<file path="config.mk">
export PLATFORM = sky130hd
export DESIGN_NAME = usc_uart_status
export DESIGN_NICKNAME = d
export VERILOG_FILES = /design/src/usc_pkg.sv /design/src/usc_fifo.sv /design/src/usc_uart_status.sv
export SDC_FILE = /design/constraint.sdc
export NUM_CORES = 1
export LEC_CHECK = 0
export ABC_AREA = 1
export BUFFER_PORTS_ARGS = -buffer_cell sky130_fd_sc_hd__buf_4
export CORE_MARGIN = 2
export CORE_UTILIZATION = 35
export DETAILED_ROUTE_END_ITERATION = 7
export SYNTH_ARGS = -nofsm -noshare
export SYNTH_HDL_FRONTEND = slang
export SYNTH_HIERARCHICAL = 1
export SYNTH_SLANG_ARGS = --single-unit
</file>
<file path="constraint.sdc">
create_clock -name clk_sys -period 5.4 [get_ports clk_sys]
set_clock_uncertainty 0.1 [all_clocks]
set_input_delay 0.27 -clock clk_sys [delete_from_list [all_inputs] [get_ports clk_sys]]
set_output_delay 0.27 -clock clk_sys [all_outputs]
set_load 0.01 [all_outputs]
</file>
<file path="src/usc_pkg.sv">
// Package of constants and types for the serial status and clock select
// Assumes a single peripheral clock and an 8-bit CPU data bus
package usc_pkg;
	localparam logic [15:0] ERR_STATUS_ADDR = 16'hFF53;
	localparam logic [15:0] TX_STATUS_ADDR = 16'hFF55;
	localparam logic [15:0] CLK_SEL_ADDR = 16'hFF56;
	localparam logic [2:0] ERR_RESET = 3'h0;
	localparam logic [3:0] CLK_SEL_RESET = 4'h0;
	localparam int PE_POS = 2;
	localparam int FE_POS = 1;
	localparam int OVE_POS = 0;
	localparam int TXBF_POS = 1;
	localparam int TXSF_POS = 0;
	localparam int DIV_W = 10;
	localparam logic [3:0] SEL_TIMER = 4'hB;
	localparam int FIFO_DEPTH = 32;
	localparam int DATA_W = 8;

	// Parity modes of the operation mode register
	typedef enum logic [1:0] {
		PAR_NONE = 2'h0,
		PAR_ZERO = 2'h1,
		PAR_ODD = 2'h2,
		PAR_EVEN = 2'h3
	} usc_parity_type;

	// Completed frame from the receive shifter
	typedef struct packed {
		logic done;
		logic [7:0] data;
		logic parity_bit;
		logic stop_bit;
	} usc_rx_frame_type;

	// CPU bus request
	typedef struct packed {
		logic rd;
		logic wr;
		logic [15:0] addr;
		logic [7:0] wdata;
	} usc_bus_req_type;

	// Whole state of the status block
	typedef struct packed {
		logic [2:0] err;
		logic txbf;
		logic txsf;
		logic [3:0] clk_sel;
		logic [DIV_W-1:0] div_cnt;
		logic tm_q;
		logic [7:0] rdata;
		logic [7:0] txb_data;
		logic [7:0] tx_data;
		logic tx_load;
	} usc_state_type;
endpackage

</file>
<file path="src/usc_fifo.sv">
// Synchronous FIFO with valid/ready on both sides
// Assumes one clock and an active-low asynchronous reset
`timescale 1ns/1ns
`default_nettype none
module usc_fifo #(
	parameter int WIDTH = 8,
	parameter int DEPTH = 32
) (
	input wire logic clk_sys,
	input wire logic arst_n,
	input wire logic clear,
	input wire logic in_valid,
	output logic in_ready,
	input wire logic [WIDTH-1:0] in_data,
	output logic out_valid,
	input wire logic out_ready,
	output logic [WIDTH-1:0] out_data
);
	localparam int AW = $clog2(DEPTH);
	typedef struct packed {
		logic [AW-1:0] wp;
		logic [AW-1:0] rp;
		logic [AW:0] cnt;
	} usc_fifo_state_type;
	usc_fifo_state_type st_reg, st_next;
	logic [WIDTH-1:0] mem [DEPTH];
	logic push, pop;

	// Handshakes from the fill count
	assign in_ready = st_reg.cnt != (AW+1)'(DEPTH);
	assign out_valid = st_reg.cnt != '0;
	assign push = in_valid & in_ready;
	assign pop = out_valid & out_ready;
	assign out_data = mem[st_reg.rp];

	// Pointer and count update
	always_comb begin
		st_next = st_reg;
		if (push)
			st_next.wp = st_reg.wp + 1'b1;
		if (pop)
			st_next.rp = st_reg.rp + 1'b1;
		if (push && !pop)
			st_next.cnt = st_reg.cnt + 1'b1;
		else if (pop && !push)
			st_next.cnt = st_reg.cnt - 1'b1;
		if (clear)
			st_next = '0;
	end

	always_ff @(posedge clk_sys or negedge arst_n) begin
		if (!arst_n)
			st_reg <= '0;
		else
			st_reg <= st_next;
	end

	// Storage, written only on accepted words
	always_ff @(posedge clk_sys) begin
		if (push)
			mem[st_reg.wp] <= in_data;
	end
endmodule
`default_nettype wire

</file>
<file path="src/usc_uart_status.sv">
// Receive error status, transmit status and base clock select of the UART
// Assumes mode bits and shifter events come from logic on clk_sys
// Behaviour
// - Error status reads zero in bits 7..3, parity, framing, overrun below
// - Parity mismatch at frame completion sets the parity error flag
// - Error flags clear on power off, receive disable or status read
// - Missing stop bit at frame completion sets the framing error flag
// - Only the first stop bit is examined for framing errors
// - Completion while the 32-entry receive buffer is full sets the overrun flag
// - On overrun the new character is dropped, old data is kept
// - Parity checking depends on the parity mode field
// - Zero parity mode never checks parity nor sets the parity flag
// - Error status read inserts a wait; not read with peripheral clock stopped
// - Transmit status holds buffer-full bit 1, busy bit 0, clears when off
// - Buffer-full sets on buffer write, clears on move into shifter
// - Busy sets on move into shifter, clears at frame end without refill
// - Clock select holds 4 bits, upper bits read zero, resets to zero
// - Codes 0..10 divide by two to the code, 11 picks the timer
// - Rewriting the same clock select value does not disturb traffic
// - Power off stops the base clock and clears both status registers
`timescale 1ns/1ns
`default_nettype none
module usc_uart_status (
	input wire logic clk_sys,
	input wire logic arst_n,
	input wire usc_pkg::usc_bus_req_type bus_req,
	output logic [7:0] bus_rdata,
	output logic bus_wait,
	input wire logic interface_power_bit,
	input wire logic receive_enable_bit,
	input wire logic transmit_enable_bit,
	input wire usc_pkg::usc_parity_type parity_mode,
	input wire logic char_len8,
	input wire logic timer_out,
	output logic base_clk_en,
	input wire usc_pkg::usc_rx_frame_type rx_frame,
	output logic rx_out_valid,
	input wire logic rx_out_ready,
	output logic [7:0] rx_out_data,
	input wire logic txb_wr,
	input wire logic [7:0] txb_wdata,
	output logic tx_load,
	output logic [7:0] tx_data,
	input wire logic tx_frame_done
);
	import usc_pkg::*;

	usc_state_type st_reg, st_next;
	logic rx_on, tx_on, rx_eval, par_err, fifo_ready, fifo_clear;
	logic rd_err, rd_tx, rd_sel, wr_sel, tm_rise, tick, move;
	logic [DIV_W-1:0] div_mask;
	logic [7:0] rx_data_m;

	// Unit enables from the mode bits
	assign rx_on = interface_power_bit & receive_enable_bit;
	assign tx_on = interface_power_bit & transmit_enable_bit;

	// Address decode of the three registers
	assign rd_err = bus_req.rd & (bus_req.addr == ERR_STATUS_ADDR);
	assign rd_tx = bus_req.rd & (bus_req.addr == TX_STATUS_ADDR);
	assign rd_sel = bus_req.rd & (bus_req.addr == CLK_SEL_ADDR);
	assign wr_sel = bus_req.wr & (bus_req.addr == CLK_SEL_ADDR);

	// Error status read stretches the CPU access by one cycle
	assign bus_wait = rd_err;

	// Base clock enable from divider taps or timer edge
	assign div_mask = DIV_W'((11'h001 << st_reg.clk_sel) - 11'h001);
	assign tm_rise = timer_out & ~st_reg.tm_q;
	always_comb begin
		tick = 1'b0;
		if (!interface_power_bit)
			tick = 1'b0;
		else if (st_reg.clk_sel == SEL_TIMER)
			tick = tm_rise;
		else if (st_reg.clk_sel < SEL_TIMER)
			tick = (st_reg.div_cnt & div_mask) == div_mask;
	end
	assign base_clk_en = tick;

	// Frame evaluation and parity check
	assign rx_eval = rx_on & rx_frame.done & tick;
	assign rx_data_m = char_len8 ? rx_frame.data : {1'b0, rx_frame.data[6:0]};
	always_comb begin
		case (parity_mode)
		PAR_ODD:
			par_err = ~(^rx_data_m ^ rx_frame.parity_bit);
		PAR_EVEN:
			par_err = ^rx_data_m ^ rx_frame.parity_bit;
		PAR_ZERO:
			par_err = 1'b0;
		default:
			par_err = 1'b0;
		endcase
	end

	// Move from transmit buffer into the shifter on a base clock edge
	assign move = tx_on & tick & st_reg.txbf & (~st_reg.txsf | tx_frame_done);

	// Next state of the whole block
	always_comb begin
		st_next = st_reg;
		st_next.tm_q = timer_out;
		st_next.tx_load = 1'b0;
		st_next.div_cnt = interface_power_bit ? st_reg.div_cnt + 1'b1 : '0;
		// Clock select write; same value leaves the divider running
		if (wr_sel)
			st_next.clk_sel = bus_req.wdata[3:0];
		// Error flags, event wins over the read clear
		if (rd_err)
			st_next.err = ERR_RESET;
		if (rx_eval) begin
			if (par_err)
				st_next.err[PE_POS] = 1'b1;
			if (!rx_frame.stop_bit)
				st_next.err[FE_POS] = 1'b1;
			if (!fifo_ready)
				st_next.err[OVE_POS] = 1'b1;
		end
		if (!rx_on)
			st_next.err = ERR_RESET;
		// Transmit buffer and shifter flags
		if (tx_on && txb_wr) begin
			st_next.txbf = 1'b1;
			st_next.txb_data = txb_wdata;
		end
		if (tx_on && tick && tx_frame_done && !move)
			st_next.txsf = 1'b0;
		if (move) begin
			st_next.txbf = txb_wr;
			st_next.txsf = 1'b1;
			st_next.tx_data = st_reg.txb_data;
			st_next.tx_load = 1'b1;
		end
		if (!tx_on) begin
			st_next.txbf = 1'b0;
			st_next.txsf = 1'b0;
		end
		// Read data, reserved bits zero
		st_next.rdata = 8'h00;
		if (rd_err)
			st_next.rdata = {5'h00, st_reg.err};
		else if (rd_tx)
			st_next.rdata = {6'h00, st_reg.txbf, st_reg.txsf};
		else if (rd_sel)
			st_next.rdata = {4'h0, st_reg.clk_sel};
	end

	always_ff @(posedge clk_sys or negedge arst_n) begin
		if (!arst_n) begin
			st_reg <= '0;
			st_reg.clk_sel <= CLK_SEL_RESET;
		end else begin
			st_reg <= st_next;
		end
	end

	assign bus_rdata = st_reg.rdata;
	assign tx_load = st_reg.tx_load;
	assign tx_data = st_reg.tx_data;

	// Receive buffer; a full buffer drops the new character
	assign fifo_clear = ~rx_on;
	usc_fifo #(
		.WIDTH(DATA_W),
		.DEPTH(FIFO_DEPTH)
	) u_rx_fifo (
		.clk_sys(clk_sys),
		.arst_n(arst_n),
		.clear(fifo_clear),
		.in_valid(rx_eval),
		.in_ready(fifo_ready),
		.in_data(rx_data_m),
		.out_valid(rx_out_valid),
		.out_ready(rx_out_ready),
		.out_data(rx_out_data)
	);
endmodule
`default_nettype wire

</file>
Word-level counts from Yosys, hierarchy flattened:

Memory sizes are Yosys's and may differ from the RTL's.
Index checks and enable logic that the tools add are counted.

* memories kept: 1
* logic and storage cells: 93
* memory bits (writable): 256
* flip-flop bits (word level): 61
* input bits: 57
* output and inout port bits: 28

* reductions and logical operators: 11
* muxes and demuxes: 27
* add/sub/neg operators: 6
* eq/ne operators: 13
* shift-type cells: 1
* bitwise logic cells: 20
* $lt $le $gt $ge: 1

Memories
* u_rx_fifo.mem: depth 32, width 8, read ports 1, clocked after memory_dff 0, wr ports 1, RTL line usc_fifo.sv:26 `logic [WIDTH-1:0] mem [DEPTH];`

Operators by type and width (number)
* 16-bit == test (second input constant): 3
* 16-bit 2-to-1 mux: 1
* 1-bit AND: 14
* 4-bit 2-to-1 mux: 3
* 6-bit 2-to-1 mux: 2
* 1-bit 2-to-1 mux: 11
* 10-bit by 1-bit adder with 10-bit output (second input constant): 1
* 5-bit by 1-bit adder with 5-bit output (second input constant): 2
* 10-bit AND: 1
* 10-bit == test: 1
* 10-bit 2-to-1 mux: 1
* 5-bit 2-to-1 mux: 2
* 1-bit by 4-bit left shift with 10-bit output (first input constant): 1
* 10-bit by 1-bit subtractor with 10-bit output (second input constant): 1
* 3-bit 2-to-1 mux: 3
* 3-bit by 1-bit != test with 1-bit output (second input constant): 3
* 8-bit 2-to-1 mux: 1
* 8-bit parity: 1
* 6-bit by 1-bit adder with 6-bit output (second input constant): 1
* 1-bit logical AND: 6
* 6-bit != test (second input constant): 1
* 6-bit nonzero test: 1
* 6-bit by 1-bit subtractor with 6-bit output (second input constant): 1
* 2-bit == test (second input constant): 2
* other kinds (9): 15

Logic depth before layout (Yosys ltp):

* depth in word-level cells: 15
* mapped depth: 25

By module:

The synthesis kept the hierarchy.

By module, submodules not included
* usc_fifo: area each 11562.3 um2, times used 1, cells an instance 1002
* usc_uart_status: area each 2439.8 um2, times used 1, cells an instance 299

Least setup slack after synthesis:

No wires, ideal clock.

* kind: reg2reg
* start point: reg st_reg[38] in the netlist's numbering
* end point: mem u_rx_fifo.mem[15][0], enable pin
* path slack: 2.047 ns
* data required time: 4.917 ns
* data arrival time: 2.870 ns
* setup time: 0.383 ns
* cell stages (with the launch flop): 19
* period minus slack after synthesis: 3.353 ns
* path through: dfrtp_1 -> buf_6 -> nor2_4 -> nand3_1 -> ha_1 -> buf_2 -> inv_1 -> nand2_1 -> nand3b_1 -> nand2_1 -> nor2_2 -> nand3_2 -> nand2_4 -> nand2_1 -> nor3_1 -> inv_1 -> nor2_4 -> nand3_1 -> nor3_1

* cells in the longest elaborated chain, start to end: 11

RTL lines
* start: declaration: RTL line usc_uart_status.sv:48 `usc_state_type st_reg, st_next;`
* start signal: assignment: RTL line usc_uart_status.sv:154 `st_reg <= st_next;`
* 1-bit by 4-bit left shift with 10-bit output: RTL line usc_uart_status.sv:68 `assign div_mask = DIV_W'((11'h001 << st_reg.clk_sel) - 11'h001);`
* 10-bit by 1-bit subtractor with 10-bit output: RTL line usc_uart_status.sv:68
* 10-bit AND: RTL line usc_uart_status.sv:77 `tick = (st_reg.div_cnt & div_mask) == div_mask;`
* 10-bit == test: RTL line usc_uart_status.sv:77
* 1-bit 2-to-1 mux: RTL line usc_uart_status.sv:76 `else if (st_reg.clk_sel < SEL_TIMER)`
* 1-bit 2-to-1 mux (*): RTL line usc_uart_status.sv:74 `else if (st_reg.clk_sel == SEL_TIMER)`
* 1-bit 2-to-1 mux (*): RTL line usc_uart_status.sv:72 `if (!interface_power_bit)`
* 1-bit AND (*): RTL line usc_uart_status.sv:82 `assign rx_eval = rx_on & rx_frame.done & tick;`
* net rx_eval: RTL line usc_uart_status.sv:49 `logic rx_on, tx_on, rx_eval, par_err, fifo_ready, fifo_clear;`
* 1-bit AND (*): RTL line usc_fifo.sv:32 `assign push = in_valid & in_ready;`
* 1-bit 2-to-1 mux (*): RTL line usc_fifo.sv:60 `if (push)`
* 1-bit 2-to-1 mux (not written as such) (*): RTL line usc_fifo.sv:61 `mem[st_reg.wp] <= in_data;`
* end: declaration: RTL line usc_fifo.sv:26

Mark *: on every way through the listed nets, which the timed path passes. The rest lies on a longest branch.

Final worst setup path:

* start point: reg u_rx_fifo/st_reg[6] in the netlist's numbering
* end point: out rx_out_data[5]

* cells in the longest elaborated chain, start to end: 1

RTL lines
* start: declaration: RTL line usc_fifo.sv:25 `usc_fifo_state_type st_reg, st_next;`
* start signal: assignment: RTL line usc_fifo.sv:55 `st_reg <= st_next;`
* memory 32 x 8 bit
* end: declaration: RTL line usc_uart_status.sv:39 `output logic [7:0] rx_out_data,`

No other way between the ends.

==> impl_metrics.py <==
metrics = {
    "cells_and_area": {
        "antenna-diode-count": 0,
        "drive_gt1_share_pct": 13.5,
        "syn_to_final_growth_pct": 14.7,
        "fin_area_sq_um": 16100,
        "fin_util_pct": 40.5,
        "largest_reg_flops": 256,
        "final_common_cell": "nor2_1",
        "fill_cells": 3791,
        "nets": 1438,
        "final_cell_mix": "nor2_1 (259), edfxtp_1 (256), nand2_1 (155)",
    },
    "clock_tree": {
        "cts_tree": "built",
        "worstSkewPairLatency_ns": 0.54,
        "htree_levels": 2,
        "clkTransAtPathRegs_ns": 0.06,
        "clock_sinks": 313,
        "post_cts_resized": 0,
        "root_buffer": "clkbuf_16",
        "cts_setup_buffers": 0,
        "clock_path_buffers": 3,
        "cts-hold-fix-buffers": 18,
        "cts_inserted_buffers": 35,
    },
    "detailed_routing": {
        "wl_mm": 32.2,
        "antenna_left": 0,
        "dr.pass1.iters": 5,
        "vias_per_cell": 4.88,
        "drc": 0,
        "dr.first_iter.drc_count": 685,
        "wl_per_cell_um": 16.8,
        "via_count": 9358,
    },
    "floorplanning": {
        "die_w_um": 204,
        "ios": 85,
        "die_height_um": 204,
        "start_util_pct": 35.3,
        "die_area_sq_um": 41600,
        "rows": 73,
        "core-area_sq_um": 39600,
    },
    "worst_setup_path": {
        "slowest_delay_ns": 1.08,
        "cp-end-kind": "output port",
        "slowest_stage": "clkinv_2",
        "startpoint_type": "register",
        "crit_buf_inv": 4,
        "required_ns": 5.03,
        "crit_fanout": 78,
        "path_cells": "clkinv_2 > buf_4 > o21ai_0 > o211ai_1 > nand3_1 > nand2_1 > nand2_1 > inv_1 > buf_4",
        "cp.arrival_ns": 4.14,
        "crit_type": "reg -> out",
        "crit_family": "buffers and inverters",
    },
    "global_route": {
        "antenna_found_initial": 0,
        "grt_overflow": 0,
        "grt_pass1_wl_mm": 50.6,
        "grt_pass1_vias": 9036,
        "grt_max_degree": 84,
        "grt.total_usage_pct": 15.7,
    },
    "sta": {
        "rsz0062_at_grt": "false",
        "fin_crit_ns": 4.51,
        "tightest_slew_ns": 1.13,
        "drv_slew": 0,
        "relSlewSlack_pct": 24.5,
        "fin_hold_ws_ns": 0.0414,
        "hold_viol": 0,
        "timing.fmax_mhz": 222,
        "setup_violations": 0,
        "post-route-period-util_pct": 83.6,
        "finalSetupTns_ns": 0,
    },
    "logic_synthesis": {
        "synth_warnings": 6,
        "yosysSeqAreaShare_pct": 65.1,
        "ys_seq_elements": 313,
        "synth_area_per_cell_sq_um": 10.8,
        "synth_top_area_share_pct": 54.9,
        "synth_edf_count": 256,
        "synthCells": 1301,
        "yosys.cell_types.count": 39,
        "synth_ff_type": "edfxtp_1",
        "netlist_top_cells_area": "edfxtp_1 (55%), dfrtp_1 (10%), nor2_1 (6.9%), nand2_1 (4.2%), o21ai_0 (3.1%)",
        "async_flop_share_pct": 18.2,
        "synth_area_sq_um": 14000,
        "yosysTopAreaCell": "edfxtp_1",
    },
    "hold_path": {
        "hold_path.class": "in -> reg",
    },
    "pwr": {
        "power_w": 0.00553,
        "power_density_nw_per_um2": 344,
        "power.leakage_nw": 6.04,
        "vdd.ir_drop.worst_mv": 0.194,
    },
    "place": {
        "port_buffers": 76,
        "hpwl_mm": 19.5,
        "place.gp.congestion": 0.786,
        "dpl_cell_area_sq_um": 14800,
    },
    "job": {
        "maxCapViolCount": 0,
    },
    "run_status": {
        "status": "finished, final reports clean",
    },
}
## per-layer routing
layer	vias up	wire [um]	GRT usage [%]
met5	-	0	0
met4	0	753	4.74
met3	61	1850	2.81
met2	255	15100	25.1
met1	4470	14400	21.8
li1	4572	-	-
## final timing paths
| path | depth (start not counted) | endpoint | slack [ns] | from |
|---|---|---|---|---|
| worst max-delay path | 9 | rx_out_data[5] | 0.89 | u_rx_fifo/st_reg[6]$_DFFE_PN0P_ |
| worst min-delay path | 5 | st_reg[40]$_DFFE_PN0P_ | 0.04 | transmit_enable_bit |
| worst max register to register | 16 | u_rx_fifo/mem[23][1]$_DFFE_PP_ | 1.33 | st_reg[38]$_DFFE_PN0P_ |
| worst min register to register | 2 | tx_data[1]$_DFFE_PN0P_ | 0.38 | st_reg[10]$_DFFE_PN0P_ |
| max in group asynchronous | 2 | u_rx_fifo/st_reg[6]$_DFFE_PN0P_ | 4.38 | arst_n |
| min in group asynchronous | 2 | tx_data[6]$_DFFE_PN0P_ | 0.24 | arst_n |
## cells in the mapped netlist (2+ instances only)
cell type  number
mux2_2         12
nor2_1        259
buf_4          19
a211oi_1        2
xor2_1          4
nand2_1       155
o211ai_1       33
o21ai_0        87
clkbuf_1       19
nor3_1         18
inv_1          92
o21ai_2         8
nor2_4          2
nor2_2          6
nor3b_1         2
nand2_2         3
inv_2           7
ha_1           12
a21oi_1        37
or2_0           6
dfrtp_1        57
nand4_1        11
buf_2          16
edfxtp_1      256
o21ai_1        61
or2_2           9
buf_6          17
nand2_4         2
xnor2_1         7
nand3_2         5
nand3_1        67
clkbuf_2        3
## worst reg2reg max path, delay by kind of cell, from the launching register on
| kind | cells | cell delay, ns |
|---|---|---|
| and+or+nand+nor | 13 | 2.57 |
| adders and majority gates | 1 | 0.33 |
| buffers and inverters | 2 | 0.19 |
| DFF | 1 | 0.52 |
## cells by family after synthesis
family	Yosys count	synth area share, %
fa+ha+maj	13	1.22
simple gates	550	16.8
buf+inv	173	6.23
xor+xnor	11	0.688
mux	12	0.965
compound gates	228	8.99
other cells	1	0.0268
flops	313	65.1
## where the power goes
part | switching, W | internal (W) | leakage (nW)
clock network | 0.000957 | 0.00131 | 0.531
registers | 0.0000505 | 0.00266 | 3.04
logic | 0.000346 | 0.000211 | 2.47
total | 0.00135 | 0.00417 | 6.04
## layout make-up
cell class | count | area [sq um] | area share, %
sequential | 313 | 9120 | 56.8
tap | 525 | 657 | 4.09
timing repair buffer | 101 | 803 | 5.00
clock inverter | 16 | 168 | 1.04
inverter | 99 | 373 | 2.32
clock buffer | 44 | 910 | 5.67
multi-input combinational | 818 | 4030 | 25.1
## stage by stage
step	instances	setup WS (ns)
2_1_floorplan	1304	2.05
3_3_place_gp	1838	1.40
3_5_place_dp	1838	1.32
4_1_cts	1916	0.904
5_1_grt	1916	0.640
6_report	1916	0.888
(Power assumes the default switching activity.)
